## src/hw/spi_baud_pkg.sv

```systemverilog
package spi_baud_pkg;
  localparam int          ADDR_W     = 12;
  localparam int          DATA_W     = 32;
  localparam int          FIELD_W    = 3;
  localparam int          CNT_W      = 11;
  localparam int          IRQ_W      = 3;
  // Printed offsets are not word aligned: they are indices
  localparam logic [7:0]  DIV_INDEX  = 8'hea;
  localparam logic [7:0]  FLAG_INDEX = 8'heb;
  localparam logic [7:0]  STAT_INDEX = 8'hf0;
  localparam logic [7:0]  MASK_INDEX = 8'hf1;
  localparam logic [ADDR_W-1:0] DIV_ADDR  = {2'h0, DIV_INDEX, 2'h0};
  localparam logic [ADDR_W-1:0] FLAG_ADDR = {2'h0, FLAG_INDEX, 2'h0};
  localparam logic [ADDR_W-1:0] STAT_ADDR = {2'h0, STAT_INDEX, 2'h0};
  localparam logic [ADDR_W-1:0] MASK_ADDR = {2'h0, MASK_INDEX, 2'h0};
  localparam int          PRESCALE_LSB = 4;
  localparam int          RATE_LSB     = 0;
  localparam logic [7:0]  DIV_WMASK    = 8'h77;
  localparam logic [7:0]  DIV_RESET    = 8'h00;
  localparam int          RX_BIT       = 7;
  localparam int          TX_BIT       = 5;
  localparam int          MODE_FAULT_FLAG_BIT     = 4;
  localparam logic [7:0]  FLAG_USED    = 8'hb0;
  localparam int          IRQ_RX       = 0;
  localparam int          IRQ_MODE_FAULT_FLAG     = 1;
  localparam int          IRQ_TX       = 2;
  localparam logic [IRQ_W-1:0] MASK_RESET = 3'h0;
  localparam logic        SCK_IDLE     = 1'b0;

  typedef struct packed {
    logic [7:0]        divider;
    logic              pready;
    logic              pslverr;
    logic [DATA_W-1:0] prdata;
    logic              rx_flag;
    logic              tx_flag;
    logic              mode_fault_flag_flag;
    logic              rx_armed;
    logic              tx_armed;
    logic              mode_fault_flag_armed;
    logic              ss_prev_n;
    logic [CNT_W-1:0]  cnt;
    logic              sck;
    logic              tx_load;
    logic              abort_idle;
    logic [IRQ_W-1:0]  irq_stat;
    logic [IRQ_W-1:0]  irq_mask;
    logic              irq;
  } state_s;

  // Half of (p+1)*2^(r+1)
  function automatic logic [CNT_W-1:0] half_count(
    input logic [FIELD_W-1:0] p,
    input logic [FIELD_W-1:0] r);
    logic [CNT_W-1:0] base;
    base = CNT_W'(p) + CNT_W'(1);
    return base << r;
  endfunction
endpackage

```

## src/hw/spi_baud_flags.sv

```systemverilog
`timescale 1ns/100ps
`default_nettype none
module spi_baud_flags (
  input  wire logic                               clk,
  input  wire logic                               reset,
  input  wire logic                               ce,
  input  wire logic                               psel,
  input  wire logic                               penable,
  input  wire logic                               pwrite,
  input  wire logic [spi_baud_pkg::ADDR_W-1:0]    paddr,
  input  wire logic [spi_baud_pkg::DATA_W-1:0]    pwdata,
  output logic      [spi_baud_pkg::DATA_W-1:0]    prdata,
  output logic                                    pready,
  output logic                                    pslverr,
  input  wire logic                               master_mode,
  input  wire logic                               mode_fault_detect_enable,
  input  wire logic                               serial_irq_enable,
  input  wire logic                               tx_irq_enable,
  input  wire logic                               ss_in_n,
  input  wire logic                               sck_run,
  input  wire logic                               rx_byte_done,
  input  wire logic                               tx_taken,
  input  wire logic                               data_read,
  input  wire logic                               data_write,
  input  wire logic                               ctrl_one_write,
  output logic                                    sck,
  output logic                                    tx_load,
  output logic                                    abort_idle,
  output logic                                    irq
);
  spi_baud_pkg::state_s s;
  spi_baud_pkg::state_s next_s;

  logic                                  rd_setup;
  logic                                  done;
  logic                                  wr_div;
  logic                                  rd_flags;
  logic                                  rd_stat;
  logic                                  wr_mask;
  logic                                  fault;
  logic [7:0]                            new_div;
  logic [spi_baud_pkg::CNT_W-1:0]        half;
  logic [spi_baud_pkg::IRQ_W-1:0]        events;
  logic [spi_baud_pkg::DATA_W-1:0]       rdata;
  logic                                  hit;

  // One-wait-state decode; answer registered so pready comes from a flop
  always_comb begin
    hit   = 1'b1;
    rdata = '0;
    unique case (paddr)
      spi_baud_pkg::DIV_ADDR:  rdata[7:0] = s.divider;
      spi_baud_pkg::FLAG_ADDR: begin
        rdata[spi_baud_pkg::RX_BIT]   = s.rx_flag;
        rdata[spi_baud_pkg::TX_BIT]   = s.tx_flag;
        rdata[spi_baud_pkg::MODE_FAULT_FLAG_BIT] = s.mode_fault_flag_flag;
      end
      spi_baud_pkg::STAT_ADDR:
        rdata[spi_baud_pkg::IRQ_W-1:0] = s.irq_stat;
      spi_baud_pkg::MASK_ADDR:
        rdata[spi_baud_pkg::IRQ_W-1:0] = s.irq_mask;
      default: hit = 1'b0;
    endcase
  end

  always_comb begin
    rd_setup = psel && penable && !s.pready;
    done     = psel && penable && s.pready;
    wr_div   = done && pwrite && paddr == spi_baud_pkg::DIV_ADDR;
    wr_mask  = done && pwrite && paddr == spi_baud_pkg::MASK_ADDR;
    rd_flags = done && !pwrite && paddr == spi_baud_pkg::FLAG_ADDR;
    rd_stat  = done && !pwrite && paddr == spi_baud_pkg::STAT_ADDR;
    // Reserved divider bits keep their value on write
    new_div  = (s.divider & ~spi_baud_pkg::DIV_WMASK)
             | (pwdata[7:0] & spi_baud_pkg::DIV_WMASK);
    half     = spi_baud_pkg::half_count(
                 s.divider[spi_baud_pkg::PRESCALE_LSB +:
                           spi_baud_pkg::FIELD_W],
                 s.divider[spi_baud_pkg::RATE_LSB +:
                           spi_baud_pkg::FIELD_W]);
    fault    = master_mode && mode_fault_detect_enable
             && s.ss_prev_n && !ss_in_n;
  end

  always_comb begin
    next_s            = s;
    events            = '0;
    next_s.pready     = rd_setup;
    next_s.pslverr    = rd_setup && !hit;
    next_s.prdata     = (rd_setup && !pwrite) ? rdata : '0;
    next_s.ss_prev_n  = ss_in_n;
    next_s.tx_load    = 1'b0;
    next_s.abort_idle = fault;

    if (wr_div) begin
      next_s.divider = new_div;
      // Any field change in master mode kills the frame
      if (master_mode && new_div != s.divider)
        next_s.abort_idle = 1'b1;
    end

    // Arming looks at the value the read returned
    if (rd_flags && s.prdata[spi_baud_pkg::RX_BIT])
      next_s.rx_armed = 1'b1;
    if (rd_flags && s.prdata[spi_baud_pkg::TX_BIT])
      next_s.tx_armed = 1'b1;
    if (rd_flags && s.prdata[spi_baud_pkg::MODE_FAULT_FLAG_BIT])
      next_s.mode_fault_flag_armed = 1'b1;

    if (data_read && s.rx_armed) begin
      next_s.rx_flag  = 1'b0;
      next_s.rx_armed = 1'b0;
    end
    if (data_write) begin
      next_s.tx_armed = 1'b0;
      if (s.tx_armed) begin
        next_s.tx_load = 1'b1;
        next_s.tx_flag = 1'b0;
      end
    end
    if (ctrl_one_write && s.mode_fault_flag_armed) begin
      next_s.mode_fault_flag_flag  = 1'b0;
      next_s.mode_fault_flag_armed = 1'b0;
    end
    // Sets land after clears so a same-cycle event wins
    if (rx_byte_done)
      next_s.rx_flag = 1'b1;
    if (tx_taken)
      next_s.tx_flag = 1'b1;
    if (fault)
      next_s.mode_fault_flag_flag = 1'b1;

    events[spi_baud_pkg::IRQ_RX]   = rx_byte_done;
    events[spi_baud_pkg::IRQ_MODE_FAULT_FLAG] = fault && serial_irq_enable;
    events[spi_baud_pkg::IRQ_TX]   = next_s.tx_flag && !s.tx_flag;
    if (rd_stat)
      next_s.irq_stat = '0;
    next_s.irq_stat = next_s.irq_stat | events;
    if (wr_mask)
      next_s.irq_mask = pwdata[spi_baud_pkg::IRQ_W-1:0];
    next_s.irq = |(next_s.irq_stat & next_s.irq_mask)
               || (tx_irq_enable && next_s.tx_flag);

    // Counter restarts on abort so the next frame gets a full half
    if (!master_mode || !sck_run || next_s.abort_idle) begin
      next_s.cnt = '0;
      next_s.sck = spi_baud_pkg::SCK_IDLE;
    end else if (s.cnt == half - 1'b1) begin
      next_s.cnt = '0;
      next_s.sck = !s.sck;
    end else begin
      next_s.cnt = s.cnt + 1'b1;
    end
  end

  always_ff @(posedge clk) begin
    if (reset) begin
      s            <= '0;
      s.divider    <= spi_baud_pkg::DIV_RESET;
      s.tx_flag    <= 1'b1;
      s.ss_prev_n  <= 1'b1;
      s.sck        <= spi_baud_pkg::SCK_IDLE;
      s.irq_mask   <= spi_baud_pkg::MASK_RESET;
    end else if (ce) begin
      s <= next_s;
    end
  end

  always_comb begin
    prdata     = s.prdata;
    pready     = s.pready;
    pslverr    = s.pslverr;
    sck        = s.sck;
    tx_load    = s.tx_load;
    abort_idle = s.abort_idle;
    irq        = s.irq;
  end

  a_sck_half_toggle: assert property (
    @(posedge clk) disable iff (reset)
    ce && master_mode && sck_run && !next_s.abort_idle
    && s.cnt == half - 1'b1 |=> sck != $past(sck))
    else $error("serial clock missed its half-period toggle");

  a_sck_hold: assert property (
    @(posedge clk) disable iff (reset)
    ce && master_mode && sck_run && !next_s.abort_idle
    && s.cnt != half - 1'b1 |=> sck == $past(sck))
    else $error("serial clock toggled before half period");

  a_cnt_bound: assert property (
    @(posedge clk) disable iff (reset)
    s.cnt < half)
    else $error("divider counter ran past half period");

  a_sck_idle: assert property (
    @(posedge clk) disable iff (reset)
    ce && !master_mode |=> sck == spi_baud_pkg::SCK_IDLE && s.cnt == '0)
    else $error("serial clock running outside master mode");

  a_div_abort: assert property (
    @(posedge clk) disable iff (reset)
    ce && wr_div && master_mode && new_div != s.divider
    |=> abort_idle && sck == spi_baud_pkg::SCK_IDLE && s.cnt == '0)
    else $error("divider change did not abort");

  a_div_reserved: assert property (
    @(posedge clk) disable iff (reset)
    ce |=> (s.divider & ~spi_baud_pkg::DIV_WMASK) == 8'h00)
    else $error("reserved divider bits changed");

  a_div_write: assert property (
    @(posedge clk) disable iff (reset)
    ce && wr_div |=> s.divider == $past(new_div))
    else $error("divider write lost");

  a_rx_set: assert property (
    @(posedge clk) disable iff (reset)
    ce && rx_byte_done |=> s.rx_flag)
    else $error("receive flag not set");

  a_rx_event: assert property (
    @(posedge clk) disable iff (reset)
    ce && rx_byte_done |=> s.irq_stat[spi_baud_pkg::IRQ_RX])
    else $error("receive event not recorded");

  a_rx_clear_only: assert property (
    @(posedge clk) disable iff (reset)
    ce && s.rx_flag && !(data_read && s.rx_armed) |=> s.rx_flag)
    else $error("receive flag cleared without sequence");

  a_rx_clear: assert property (
    @(posedge clk) disable iff (reset)
    ce && data_read && s.rx_armed && !rx_byte_done |=> !s.rx_flag)
    else $error("receive flag not cleared by sequence");

  a_tx_set: assert property (
    @(posedge clk) disable iff (reset)
    ce && tx_taken |=> s.tx_flag)
    else $error("transmit empty flag not set");

  a_tx_ignore: assert property (
    @(posedge clk) disable iff (reset)
    ce && data_write && !s.tx_armed
    |=> !tx_load && (s.tx_flag == $past(s.tx_flag) || $past(tx_taken)))
    else $error("unarmed data write was taken");

  a_tx_load: assert property (
    @(posedge clk) disable iff (reset)
    ce && data_write && s.tx_armed && !tx_taken |=> tx_load && !s.tx_flag)
    else $error("armed data write not loaded");

  a_mode_fault_flag_set: assert property (
    @(posedge clk) disable iff (reset)
    ce && fault |=> s.mode_fault_flag_flag && abort_idle)
    else $error("mode fault not flagged");

  a_mode_fault_flag_clear: assert property (
    @(posedge clk) disable iff (reset)
    ce && s.mode_fault_flag_flag && !(ctrl_one_write && s.mode_fault_flag_armed) |=> s.mode_fault_flag_flag)
    else $error("mode fault cleared without sequence");

  a_mode_fault_flag_release: assert property (
    @(posedge clk) disable iff (reset)
    ce && ctrl_one_write && s.mode_fault_flag_armed && !fault |=> !s.mode_fault_flag_flag)
    else $error("mode fault not cleared by sequence");

  a_flags_zeros: assert property (
    @(posedge clk) disable iff (reset)
    ce && rd_setup && !pwrite && paddr == spi_baud_pkg::FLAG_ADDR
    |=> (prdata[7:0] & ~spi_baud_pkg::FLAG_USED) == 8'h00 && pready)
    else $error("status unused bits not zero");

  a_mode_fault_flag_irq: assert property (
    @(posedge clk) disable iff (reset)
    ce && fault && serial_irq_enable |=> s.irq_stat[spi_baud_pkg::IRQ_MODE_FAULT_FLAG])
    else $error("mode fault event not recorded");

  a_irq_level: assert property (
    @(posedge clk) disable iff (reset)
    ce && s.irq_stat[spi_baud_pkg::IRQ_MODE_FAULT_FLAG] && !rd_stat && !wr_mask
    && s.irq_mask[spi_baud_pkg::IRQ_MODE_FAULT_FLAG] |=> irq)
    else $error("mode fault interrupt missing");

  a_tx_irq: assert property (
    @(posedge clk) disable iff (reset)
    ce && tx_irq_enable && s.tx_flag
    && !(data_write && s.tx_armed) |=> irq)
    else $error("transmit interrupt missing");

  c_tx_load: cover property (@(posedge clk) disable iff (reset) tx_load);
  c_abort:   cover property (@(posedge clk) disable iff (reset) abort_idle);
  c_rx_clr:  cover property (@(posedge clk) disable iff (reset)
    s.rx_flag ##1 !s.rx_flag);
  c_irq:     cover property (@(posedge clk) disable iff (reset) irq);
  c_mode_fault_flag:    cover property (@(posedge clk) disable iff (reset) s.mode_fault_flag_flag);
endmodule
`default_nettype wire

```

## config.mk

```make
export PLATFORM = sky130hd
export DESIGN_NAME = spi_baud_flags
export DESIGN_NICKNAME = d
export VERILOG_FILES = /design/src/hw/spi_baud_pkg.sv /design/src/hw/spi_baud_flags.sv
export SDC_FILE = /design/constraint.sdc
export NUM_CORES = 1
export LEC_CHECK = 0
export BUFFER_PORTS_ARGS = -buffer_cell sky130_fd_sc_hd__buf_2
export CORE_MARGIN = 3
export CORE_UTILIZATION = 56
export DETAILED_ROUTE_END_ITERATION = 12
export PLACE_DENSITY = 0.86
export SETUP_SLACK_MARGIN = 0.1
export SLEW_MARGIN = 10
export SYNTH_ARGS = -nofsm -noshare
export SYNTH_HDL_FRONTEND = slang
export SYNTH_SLANG_ARGS = --single-unit
```

## constraint.sdc

```tcl
create_clock -name clk -period 8.4 [get_ports clk]
set_input_delay 0.42 -clock clk [delete_from_list [all_inputs] [get_ports clk]]
set_output_delay 0.42 -clock clk [all_outputs]
set_load 0.01 [all_outputs]
```

# Yosys cells after proc, flatten, opt, wreduce, memory -nomap -nowiden
# Index checks and enable logic that the tools add are counted.
# Widths: inputs -> output; s select.
[totals]
register_bits = 70
input_bits = 61
output_inout_bits = 38
wordCells = 109
[op_classes]
addsub = 3
eq_ne = 6
n_shift = 1
n_mux = 29
bitwise = 3
n_reduce_logical = 49
[op_table]
columns = ["operator", "n"]
rows = [
  ["$eq 12x10->1 const B", 4],
  ["$logic_and 1x1->1", 23],
  ["$mux 1", 21],
  ["$reduce_and 2->1", 7],
  ["$mux 12", 1],
  ["$reduce_bool 2->1", 6],
  ["$add 11x1->11 const B", 1],
  ["$eq 11x11->1", 1],
  ["$mux 11", 1],
  ["$shl 4x3->11", 1],
  ["$sub 11x1->11 const B", 1],
  ["$pmux 3 s3", 1],
  ["$logic_not 1->1", 8],
  ["$mux 8", 1],
  ["$ne 8x8->1", 1],
  ["$or 8x7->8", 1],
  ["$mux 3", 2],
  ["$add 3x1->4 const B", 1],
  ["$pmux 2 s2", 1],
  ["$reduce_or 4->1", 1],
  ["$and 3x3->3", 1],
  ["$logic_or 1x1->1", 3],
  ["$or 3x3->3", 1],
  ["$reduce_or 3->1", 1],
  ["$pmux 1 s2", 1],
]

# Logic depth before layout (Yosys ltp)
# Gate-level depths: netlist of the first run.
[logic_depth]
word_depth = 9
mapped_depth = 12

# Worst setup path after synthesis of the first run
# Ideal clock, no wire load.
[synth_timing]
path_kind = "reg-to-reg"
start = "register s[66] in the netlist's numbering"
end = "register s[12] in the netlist's numbering"
setup_time_ps = 132
t_arrival_ps = 2515
slack_ps = 5753
path_stages_with_launch = 12
n_path_buf = 1
path_cell_list = "dfxtp_1 ha_1 nand2b_1 clkbuf_2 and3_1 o311ai_2 and4_1 o21ai_0 a211oi_2 nand4_2 a21oi_4 nor3_1"
[synth_via]
elab_chain_cells = 6
word_cells_on_any_way = 11
classes_between = "add/sub (2); eq/ne (2); shift (1); mux (4); reduce/logical (2)"
[synth_lines]
columns = ["element", "line_no", "rtl"]
rows = [
  ["start: declaration", "spi_baud_flags.sv:31", "spi_baud_pkg::state_s s;"],
  ["start signal: assignment", "spi_baud_flags.sv:165", "s <= next_s;"],
  ["$add 3x1->4 / $ne 8x8->1 (equally long branches)", "spi_baud_pkg.sv:56, spi_baud_flags.sv:98", ""],
  ["$shl 4x3->11 / $logic_and 1x1->1 (equally long branches)", "spi_baud_pkg.sv:57, spi_baud_flags.sv:98", ""],
  ["$sub 11x1->11 / $mux 1 (equally long branches)", "spi_baud_flags.sv:148, spi_baud_flags.sv:98", ""],
  ["$eq 11x11->1 / $mux 1 (equally long branches)", "spi_baud_flags.sv:148, spi_baud_flags.sv:95", ""],
  ["$mux 11 / $logic_or 1x1->1 (equally long branches)", "spi_baud_flags.sv:148, spi_baud_flags.sv:145", ""],
  ["$mux 12 (*)", "spi_baud_flags.sv:145", "if (!master_mode || !sck_run || next_s.abort_idle) begin"],
]
# Every way passes the cells marked *; elsewhere a longest branch is shown, timed or not.
# A chain may end at the register's enable or synchronous reset.

# Worst setup path after layout of the first run
[layout_timing]
start = "register s[66] in the netlist's numbering"
end = "register s[14] in the netlist's numbering"
# The elaborated chain is that of the path after synthesis.

==> metrics, run 1 <==
Distinct cells, synth 66; worst reg2reg setup slack 4.79 ns; die height 81.0 um; Core ar. 5270 um^2; clk root buf clkbuf_8; Setup CP Type reg -> reg; M1 WL 3.15 mm; Rel. slew slack 46.3%; global route overflow 0; Iter 0 DRT Violations 324; CP delay by family, top compound AO/OA/AOI/OAI gates; Area contributors post-synth dfxtp_1, buf_4, xor2_1; slowest CP cell dfxtp_1; final hold vios 0; Post-Place Cells 476; PwrDens 116 nW/um^2; CTS tree yes; fin crit share 43.0%; max-slew violations 0; Die Area 6550 um^2; synthesized area per cell 8.11 um^2; Buffers & Inverters on Critical Path 0; Worst IR Drop VDD 0.118 mV; Synth warnings 0; number of CTS-inserted buffers 5; synthesized flop and latch total 44; setup TNS after final layout 0 ns; Final setup viols 0; drt total wl 7.06 mm; n_diodes 0; vias in the first global route 2610; Slew @ Worst Pin 0.805 ns; Area Overhead vs Synth 5.17%; crit path launch type register; Via Count 2847; Bufs on Longest Clock Path 2; GRT Overall Usage 22.6%; Ports 99; crit path DAT 3.75 ns; Setup Buffers After CTS 0; routed wl met2 3.38 mm; Residual DRC 0; drt via density 5.88; ANT nets after route 0; Max Cap Viol 0; Hold WC Path Type in -> reg; DP Wirelength 5.12 mm; post-layout min period 3.61 ns; hold depth 2; CP peak stage delay 0.72 ns; area leader, netlist dfxtp_1; largest net degree at the start of global routing 47; first-pass GRT wire length 12.0 mm; metal3 WL 444 um; Post-synth EDFFs 0; Clk Latency, worst-skew pair 0.29 ns; Sink Count 44; FF-to-FF path depth 10; highest routed layer met4; max frequency 277 MHz; LEAKAGE 1.36 nW; CP max FO 17; top-area cell type share of the netlist area 28.0%; Max Clock Skew 0.00234 ns; H-tree depth 2; Port Buffers 48; Cells after Synth 388; layout cells sized above 1 15.9%; Worst EP required 8.54 ns; Seq/Total Area, Yosys 28.0%; Critical Path End Type register; first drt pass iteration count 5; mapped cell area 3150 um^2; initial antenna violation count 0; Async SR Flop Fraction 0%; wire per inst 14.6 um; most common flop cell mapped by yosys dfxtp_1; Core Rows 26; Cell Count, Final, Fillers Out 484; Initial Util 59.7%; status complete, no violations; RSZ-0062 raised after global routing no; Final nets 477; GP Congestion 0.865; chip width 81.0 um; cell depth of the worst setup path 10; Clk pin slew, worst setup/hold paths 0.08 ns; Critical Path, Cell by Cell ha_1 > xor2_1 > o211a_1 > o31ai_2 > and3_1 > o21ai_0 > a211oi_2 > nand4_2 > a21oi_4 > nor3_1; Hold Buf Count CTS 0; # resized after CTS 0
path summary, 6_finish.rpt:
kind | startpoint | end
worst max-delay path | s[66]$_SDFFE_PP0P_ | s[14]$_SDFFE_PP0P_
worst min-delay path | ss_in_n | s[21]$_SDFFE_PP1P_
worst max register to register | s[66]$_SDFFE_PP0P_ | s[14]$_SDFFE_PP0P_
worst min register to register | s[27]$_SDFFE_PP0P_ | s[27]$_SDFFE_PP0P_
cell type report:
class / count / area, um^2
Fill cell: 469 / 1960
Clock buffer: 8 / 90.1
Multi-Input combinational cell: 306 / 1980
Tap cell: 70 / 87.6
Inverter: 7 / 26.3
Sequential cell: 44 / 881
Timing Repair Buffer: 49 / 248
routing by layer:
metal / vias to the layer above / track usage (%)
li1: 1412 / -
met1: 1312 / 30.4
met2: 113 / 36.7
met3: 10 / 3.66
met4: 0 / 7.43
met5: - / 0
per-stage QoR:
| stage | cell area [um^2] | setup WS [ns] | total power, mW | hold WS, ns | utilization [%] |
|---|---|---|---|---|---|
| global placement | 3220 | 4.98 | 0.252 | 0.445 | 61.1 |
| global route | 3310 | 4.55 | 0.400 | 0.339 | 62.8 |
| CTS | 3310 | 4.86 | 0.387 | 0.340 | 62.8 |
| detailed placement | 3220 | 4.90 | 0.253 | 0.458 | 61.1 |
| floorplan | 3230 | 5.75 | 0.246 | 0.437 | - |
| finish | 3310 | 4.79 | 0.383 | 0.348 | 62.8 |
logic make-up after synthesis:
kind of cell | share of synthesized area, %
buffers and inverters | 11.9
flip-flops | 28.0
multiplexers | 3.58
AND/OR/NAND/NOR | 27.4
other | 0.119
AO/OA/AOI/OAI | 19.8
adder cells (fa/ha/maj) | 1.19
XOR/XNOR | 8.07
flip-flops by register name (all words and copies together) (netlist names):
name / cells
pready: 1
prdata: 8
abort_idle: 1
irq: 1
tx_load: 1
s: 30
sck: 1
pslverr: 1
power breakdown:
group	internal [mW]	leakage (nW)	switching, mW
combinational	0.0121	0.955	0.0235
sequential	0.211	0.356	0.00174
clock	0.0671	0.0455	0.0678
total	0.290	1.36	0.0930
layout by cell type (no fill, tap or decap), types with 4 or more instances in the layout:
| cell type | count |
|---|---|
| a211oi_1 | 5 |
| a21oi_1 | 17 |
| a22oi_1 | 12 |
| a311oi_1 | 4 |
| and3_1 | 9 |
| buf_2 | 48 |
| clkbuf_8 | 6 |
| conb_1 | 24 |
| dfxtp_1 | 44 |
| inv_1 | 7 |
| mux2i_1 | 9 |
| nand2_1 | 28 |
| nand2b_1 | 5 |
| nand3_1 | 20 |
| nand3b_1 | 4 |
| nand4_1 | 7 |
| nor2_1 | 35 |
| nor2b_1 | 6 |
| nor3_1 | 16 |
| o21ai_0 | 9 |
| xnor2_1 | 13 |
| xor2_1 | 16 |
cell usage after synthesis (all sizes together) (3+ instances only):
cell type and n:
nor3b 3, dfxtp 44, and2 3, buf 42, inv 7, nand4 8, o211a 3, clkbuf 12
nor3 16, and3 9, nor2 36, nand4b 3, mux2i 9, nand3b 4, ha 3, nor4 3
nand2 28, nand3 20, and4 3, xor2 16, o31ai 3, xnor2 13, nand2b 5, nor2b 6
a32oi 3, a21oi 18, o21ai 11, and3b 3, a211oi 6, a311oi 4, a22oi 12
worst reg2reg max path, delay by kind of cell (launching register included):
family                     cells  cell delay (ns)
AOI/OAI and AO/OA              5             1.55
DFF                            1             0.72
and+or+nand+nor                3             0.63
adders and majority gates      1             0.38
xor gates and xnor gates       1             0.20
Power figures use the tool's default switching activity.
==> inputs of run 2 (changes only) <==
Settings changed: CORE_UTILIZATION 56 to 47, PLACE_DENSITY 0.86 to 0.76.
Clock period 8.4 ns to 3.11 ns, I/O delays scaled along.
==> metrics, run 2 (same netlist as run 1, synthesis figures left out) <==
status complete, no violations; Worst Hold Slack 0.0561 ns; DP Wirelength 5.70 mm; Final Total Pwr 1.12 mW; ANT nets after route 0; Area Overhead vs Synth 13.4%; CP startpoint s[67]$_SDFFE_PP0P_; Top reg by flops s; Max Clock Skew 0.00857 ns; first drt pass iteration count 5; fin crit share 94.0%; number of CTS-inserted buffers 5; most common cell after layout, fill and taps aside buf_2; M1 WL 3.38 mm; highest routed layer met4; GP Congestion 0.906; hold wc startpoint data_write; largest net degree at the start of global routing 47; vias in the first global route 2656; Core Rows 29; Worst EP required 3.27 ns; worst reg2reg setup slack 0.19 ns; n_diodes 0; crit path DAT 3.08 ns; drt via density 5.70; Bufs on Longest Clock Path 2; CTS tree yes; H-tree depth 2; Setup CP Type reg -> reg; RSZ-0062 raised after global routing no; Initial Util 49.0%; die height 87.8 um; post-layout min period 2.92 ns; fill count 593; CP max FO 8; metal3 WL 305 um; setup TNS after final layout 0 ns; wire per inst 15.0 um; Worst IR Drop VDD 0.269 mV; LEAKAGE 1.47 nW; clk root buf clkbuf_8; max-slew violations 0; initial antenna violation count 0; first-pass GRT wire length 12.2 mm; Final Util 55.6%; PwrDens 313 nW/um^2; routed wl met2 3.79 mm; Core ar. 6420 um^2; drt total wl 7.69 mm; Final setup viols 0; Die Area 7710 um^2; Hold WC Path Type in -> reg; layout cells sized above 1 22.6%; Critical Path End Type register; Clk pin slew, worst setup/hold paths 0.09 ns; Clk Latency, worst-skew pair 0.30 ns; commonest non-fill, non-tap cells in the layout buf_2, dfxtp_1, nor2_1; max frequency 342 MHz; Final nets 497; max reg flops 30; crit path launch type register; Sink Count 44; origin of the critical flop-to-flop path s[67]$_SDFFE_PP0P_; Max Cap Viol 0; Port Buffers 48; Residual DRC 0; Iter 0 DRT Violations 147; Slew @ Worst Pin 0.814 ns; global route overflow 0; final hold vios 0; Hold Buf Count CTS 0; GRT Overall Usage 19.6%; Cell Count, Final, Fillers Out 511; Rel. slew slack 45.7%; Ports 99; Via Count 2912; Post-Place Cells 500; chip width 87.8 um
-- run 2: cell count changes in the layout (fill, tap and decap cells not counted), moves of 2 or more --
cell | before | now
buf_4 | 1 | 17
dfxtp_2 | 0 | 2
clkbuf_1 | 2 | 0
dfxtp_1 | 44 | 42
buf_6 | 0 | 3
-- run 2: per-stage QoR --
step                      cell area (um^2)  worst slack (ns)
after floorplan                       3230             0.463
after global placement                3360             0.188
after detailed placement              3360             0.108
after CTS                             3470             0.115
after global routing                  3570            0.0566
final                                 3570             0.187
-- run 2: path summary, 6_finish.rpt --
| path | end | depth (start not counted) |
|---|---|---|
| worst min register to register | s[27]$_SDFFE_PP0P_ | 2 |
| worst max-delay path | s[17]$_SDFFE_PP0P_ | 10 |
| worst min-delay path | s[23]$_SDFFE_PP0P_ | 2 |
| worst max register to register | s[17]$_SDFFE_PP0P_ | 10 |
-- run 2: routing by layer --
metal  GRT usage, %  vias to the layer above
li1               -                     1451
met1           24.5                     1374
met2           32.4                       70
met3           3.67                       17
met4           9.07                        0
met5              0                        -
-- run 2: power breakdown --
group	internal, mW	switching, mW	total (mW)	leakage [nW]
combinational	0.0331	0.0640	0.0971	1.06
sequential	0.570	0.00472	0.575	0.357
clock	0.242	0.205	0.447	0.0548
total	0.845	0.274	1.12	1.47
-- run 2: area by class of cell --
type,count,area (um^2),area share (%)
clock buffer,5,68.8,1.93
clock inverter,3,46.3,1.30
inverter,7,26.3,0.736
multi-input combinational,307,2050,57.3
sequential,44,883,24.7
tap,77,96.3,2.70
timing repair buffer,68,402,11.3
-- run 2: worst max-delay path: stages (launching register included) --
cell	delay, ns
dfxtp_2	0.34
buf_4	0.17
and4b_2	0.28
nor4_4	0.41
a311o_1	0.36
and3_4	0.22
a311oi_1	0.10
a211oi_2	0.33
nand4_4	0.20
a21oi_2	0.29
nor3_1	0.08
-- run 2: timing repair --
action                     4_1_cts  5_1_grt
setup endpoints to repair        7       12
gates resized for setup          0       16
hold endpoints to repair         0        0
pin swaps                        1        7
setup buffers                    0        2
cloned                           0        1
==> inputs of run 3 (changes only) <==
Settings changed: CORE_ASPECT_RATIO set to 0.6.
==> metrics, run 3 (same netlist as run 1, synthesis figures left out) <==
status complete, no violations; Final Total Pwr 1.15 mW; Worst Hold Slack 0.0547 ns; largest net degree at the start of global routing 47; post-layout min period 2.87 ns; CP max FO 9; Final nets 499; Final Util 57.1%; first-pass GRT wire length 13.8 mm; Hold Buf Count CTS 0; Flop pwr share 49.9%; Cell Count, Final, Fillers Out 520; CP startpoint s[66]$_SDFFE_PP0P_; Worst IR Drop VDD 0.187 mV; H-tree depth 2; DP Wirelength 6.22 mm; final hold vios 0; Critical Path End Type register; wire per inst 16.5 um; Top reg by flops s; CP peak stage delay 0.38 ns; Initial Util 49.9%; Placement Cell Area 3390 um^2; fin crit share 92.1%; number of CTS-inserted buffers 5; ANT nets after route 0; Rel. slew slack 45.3%; GRT Overall Usage 21.4%; setup TNS after final layout 0 ns; switching power total 0.287 mW; Post-Place Cells 510; Max Cap Viol 0; GP Congestion 0.861; drt via density 5.76; Clk pin slew, worst setup/hold paths 0.09 ns; hold depth 2; clock network power share 41.5%; final instance area 3600 um^2; die height 69.4 um; Ports 99; vias in the first global route 2741; most common cell after layout, fill and taps aside buf_2; first drt pass iteration count 5; clk root buf clkbuf_8; initial antenna violation count 0; Iter 0 DRT Violations 285; global route overflow 0; Hold WC Path Type in -> reg; Via Count 2996; CTS tree yes; origin of the critical flop-to-flop path s[66]$_SDFFE_PP0P_; max-slew violations 0; RSZ-0062 raised after global routing no; slowest CP cell dfxtp_2; Final setup viols 0; Cell Int Power 0.866 mW; crit path launch type register; pre-CTS setup slack 0.178 ns; n_diodes 0; Setup CP Type reg -> reg; hold wc startpoint data_write; Bufs on Longest Clock Path 2; chip width 112 um; switch share 24.9%; max frequency 349 MHz; CP dominant cell by count a311oi_1; Port Buffers 48; Residual DRC 0; layout cells sized above 1 23.6%; Area Overhead vs Synth 14.4%; Critical Path, Cell by Cell ha_4 > and3b_1 > nor4_4 > buf_4 > o311ai_4 > a311oi_1 > a311oi_1 > a211oi_2 > nand4_2 > a21oi_4 > nor3_1; max reg flops 30; Worst Setup Slack, final 0.245 ns; Core Rows 22; Die Area 7750 um^2; Core ar. 6300 um^2; PwrDens 320 nW/um^2; Worst EP required 3.28 ns; commonest non-fill, non-tap cells in the layout buf_2, dfxtp_1, nor2_1; Sink Count 44; Comb pwr share 8.6%; Max Clock Skew 0.00351 ns; drt total wl 8.56 mm; Clk Latency, worst-skew pair 0.31 ns; LEAKAGE 1.48 nW; FF-to-FF path depth 11; Slew @ Worst Pin 0.820 ns; crit path DAT 3.04 ns
==> run 3: worst max-delay path: cells and delay by family, from the launching register on <==
family	cells	cell delay, ns
compound gates	5	1.09
fa+ha+maj	1	0.19
simple gates	4	0.89
flops	1	0.38
buf+inv	1	0.18
==> run 3: final cells by class <==
| type | count | area [um^2] |
|---|---|---|
| sequential | 44 | 887 |
| tap | 84 | 105 |
| multi-input combinational | 306 | 2040 |
| fill | 575 | 2700 |
| inverter | 7 | 26.3 |
| clock buffer | 6 | 82.6 |
| timing repair buffer | 71 | 417 |
| clock inverter | 2 | 38.8 |
==> run 3: worst paths after layout <==
check	to	slack [ns]
setup reg to reg	s[20]$_SDFFE_PP0P_	0.24
hold / removal	s[23]$_SDFFE_PP0P_	0.05
setup / recovery	s[20]$_SDFFE_PP0P_	0.24
hold reg to reg	s[27]$_SDFFE_PP0P_	0.46
==> run 3: power groups by stage <==
stage | registers, mW | logic, mW | clock network (mW)
final | 0.576 | 0.0991 | 0.478
after global routing | 0.577 | 0.109 | 0.506
after CTS | 0.575 | 0.0974 | 0.488
after detailed placement | 0.588 | 0.0964 | 0
after global placement | 0.588 | 0.0943 | 0
after floorplan | 0.589 | 0.0767 | 0
==> run 3: what timing repair did <==
item / CTS / global route
buffers inserted: 0 / 2
endpoints found under the setup margin: 0 / 12
gates resized for setup: 0 / 17
==> run 3: routing by layer <==
layer  part of all wire (%)  routed length [um]  vias to the layer above  GRT usage (%)
li1                       -                   -                     1449              -
met1                     46                3960                     1410           31.9
met2                     42                3560                      127           29.3
met3                     11                 978                       10           8.46
met4                   0.71                  61                        0           3.24
met5                      0                   0                        -              0
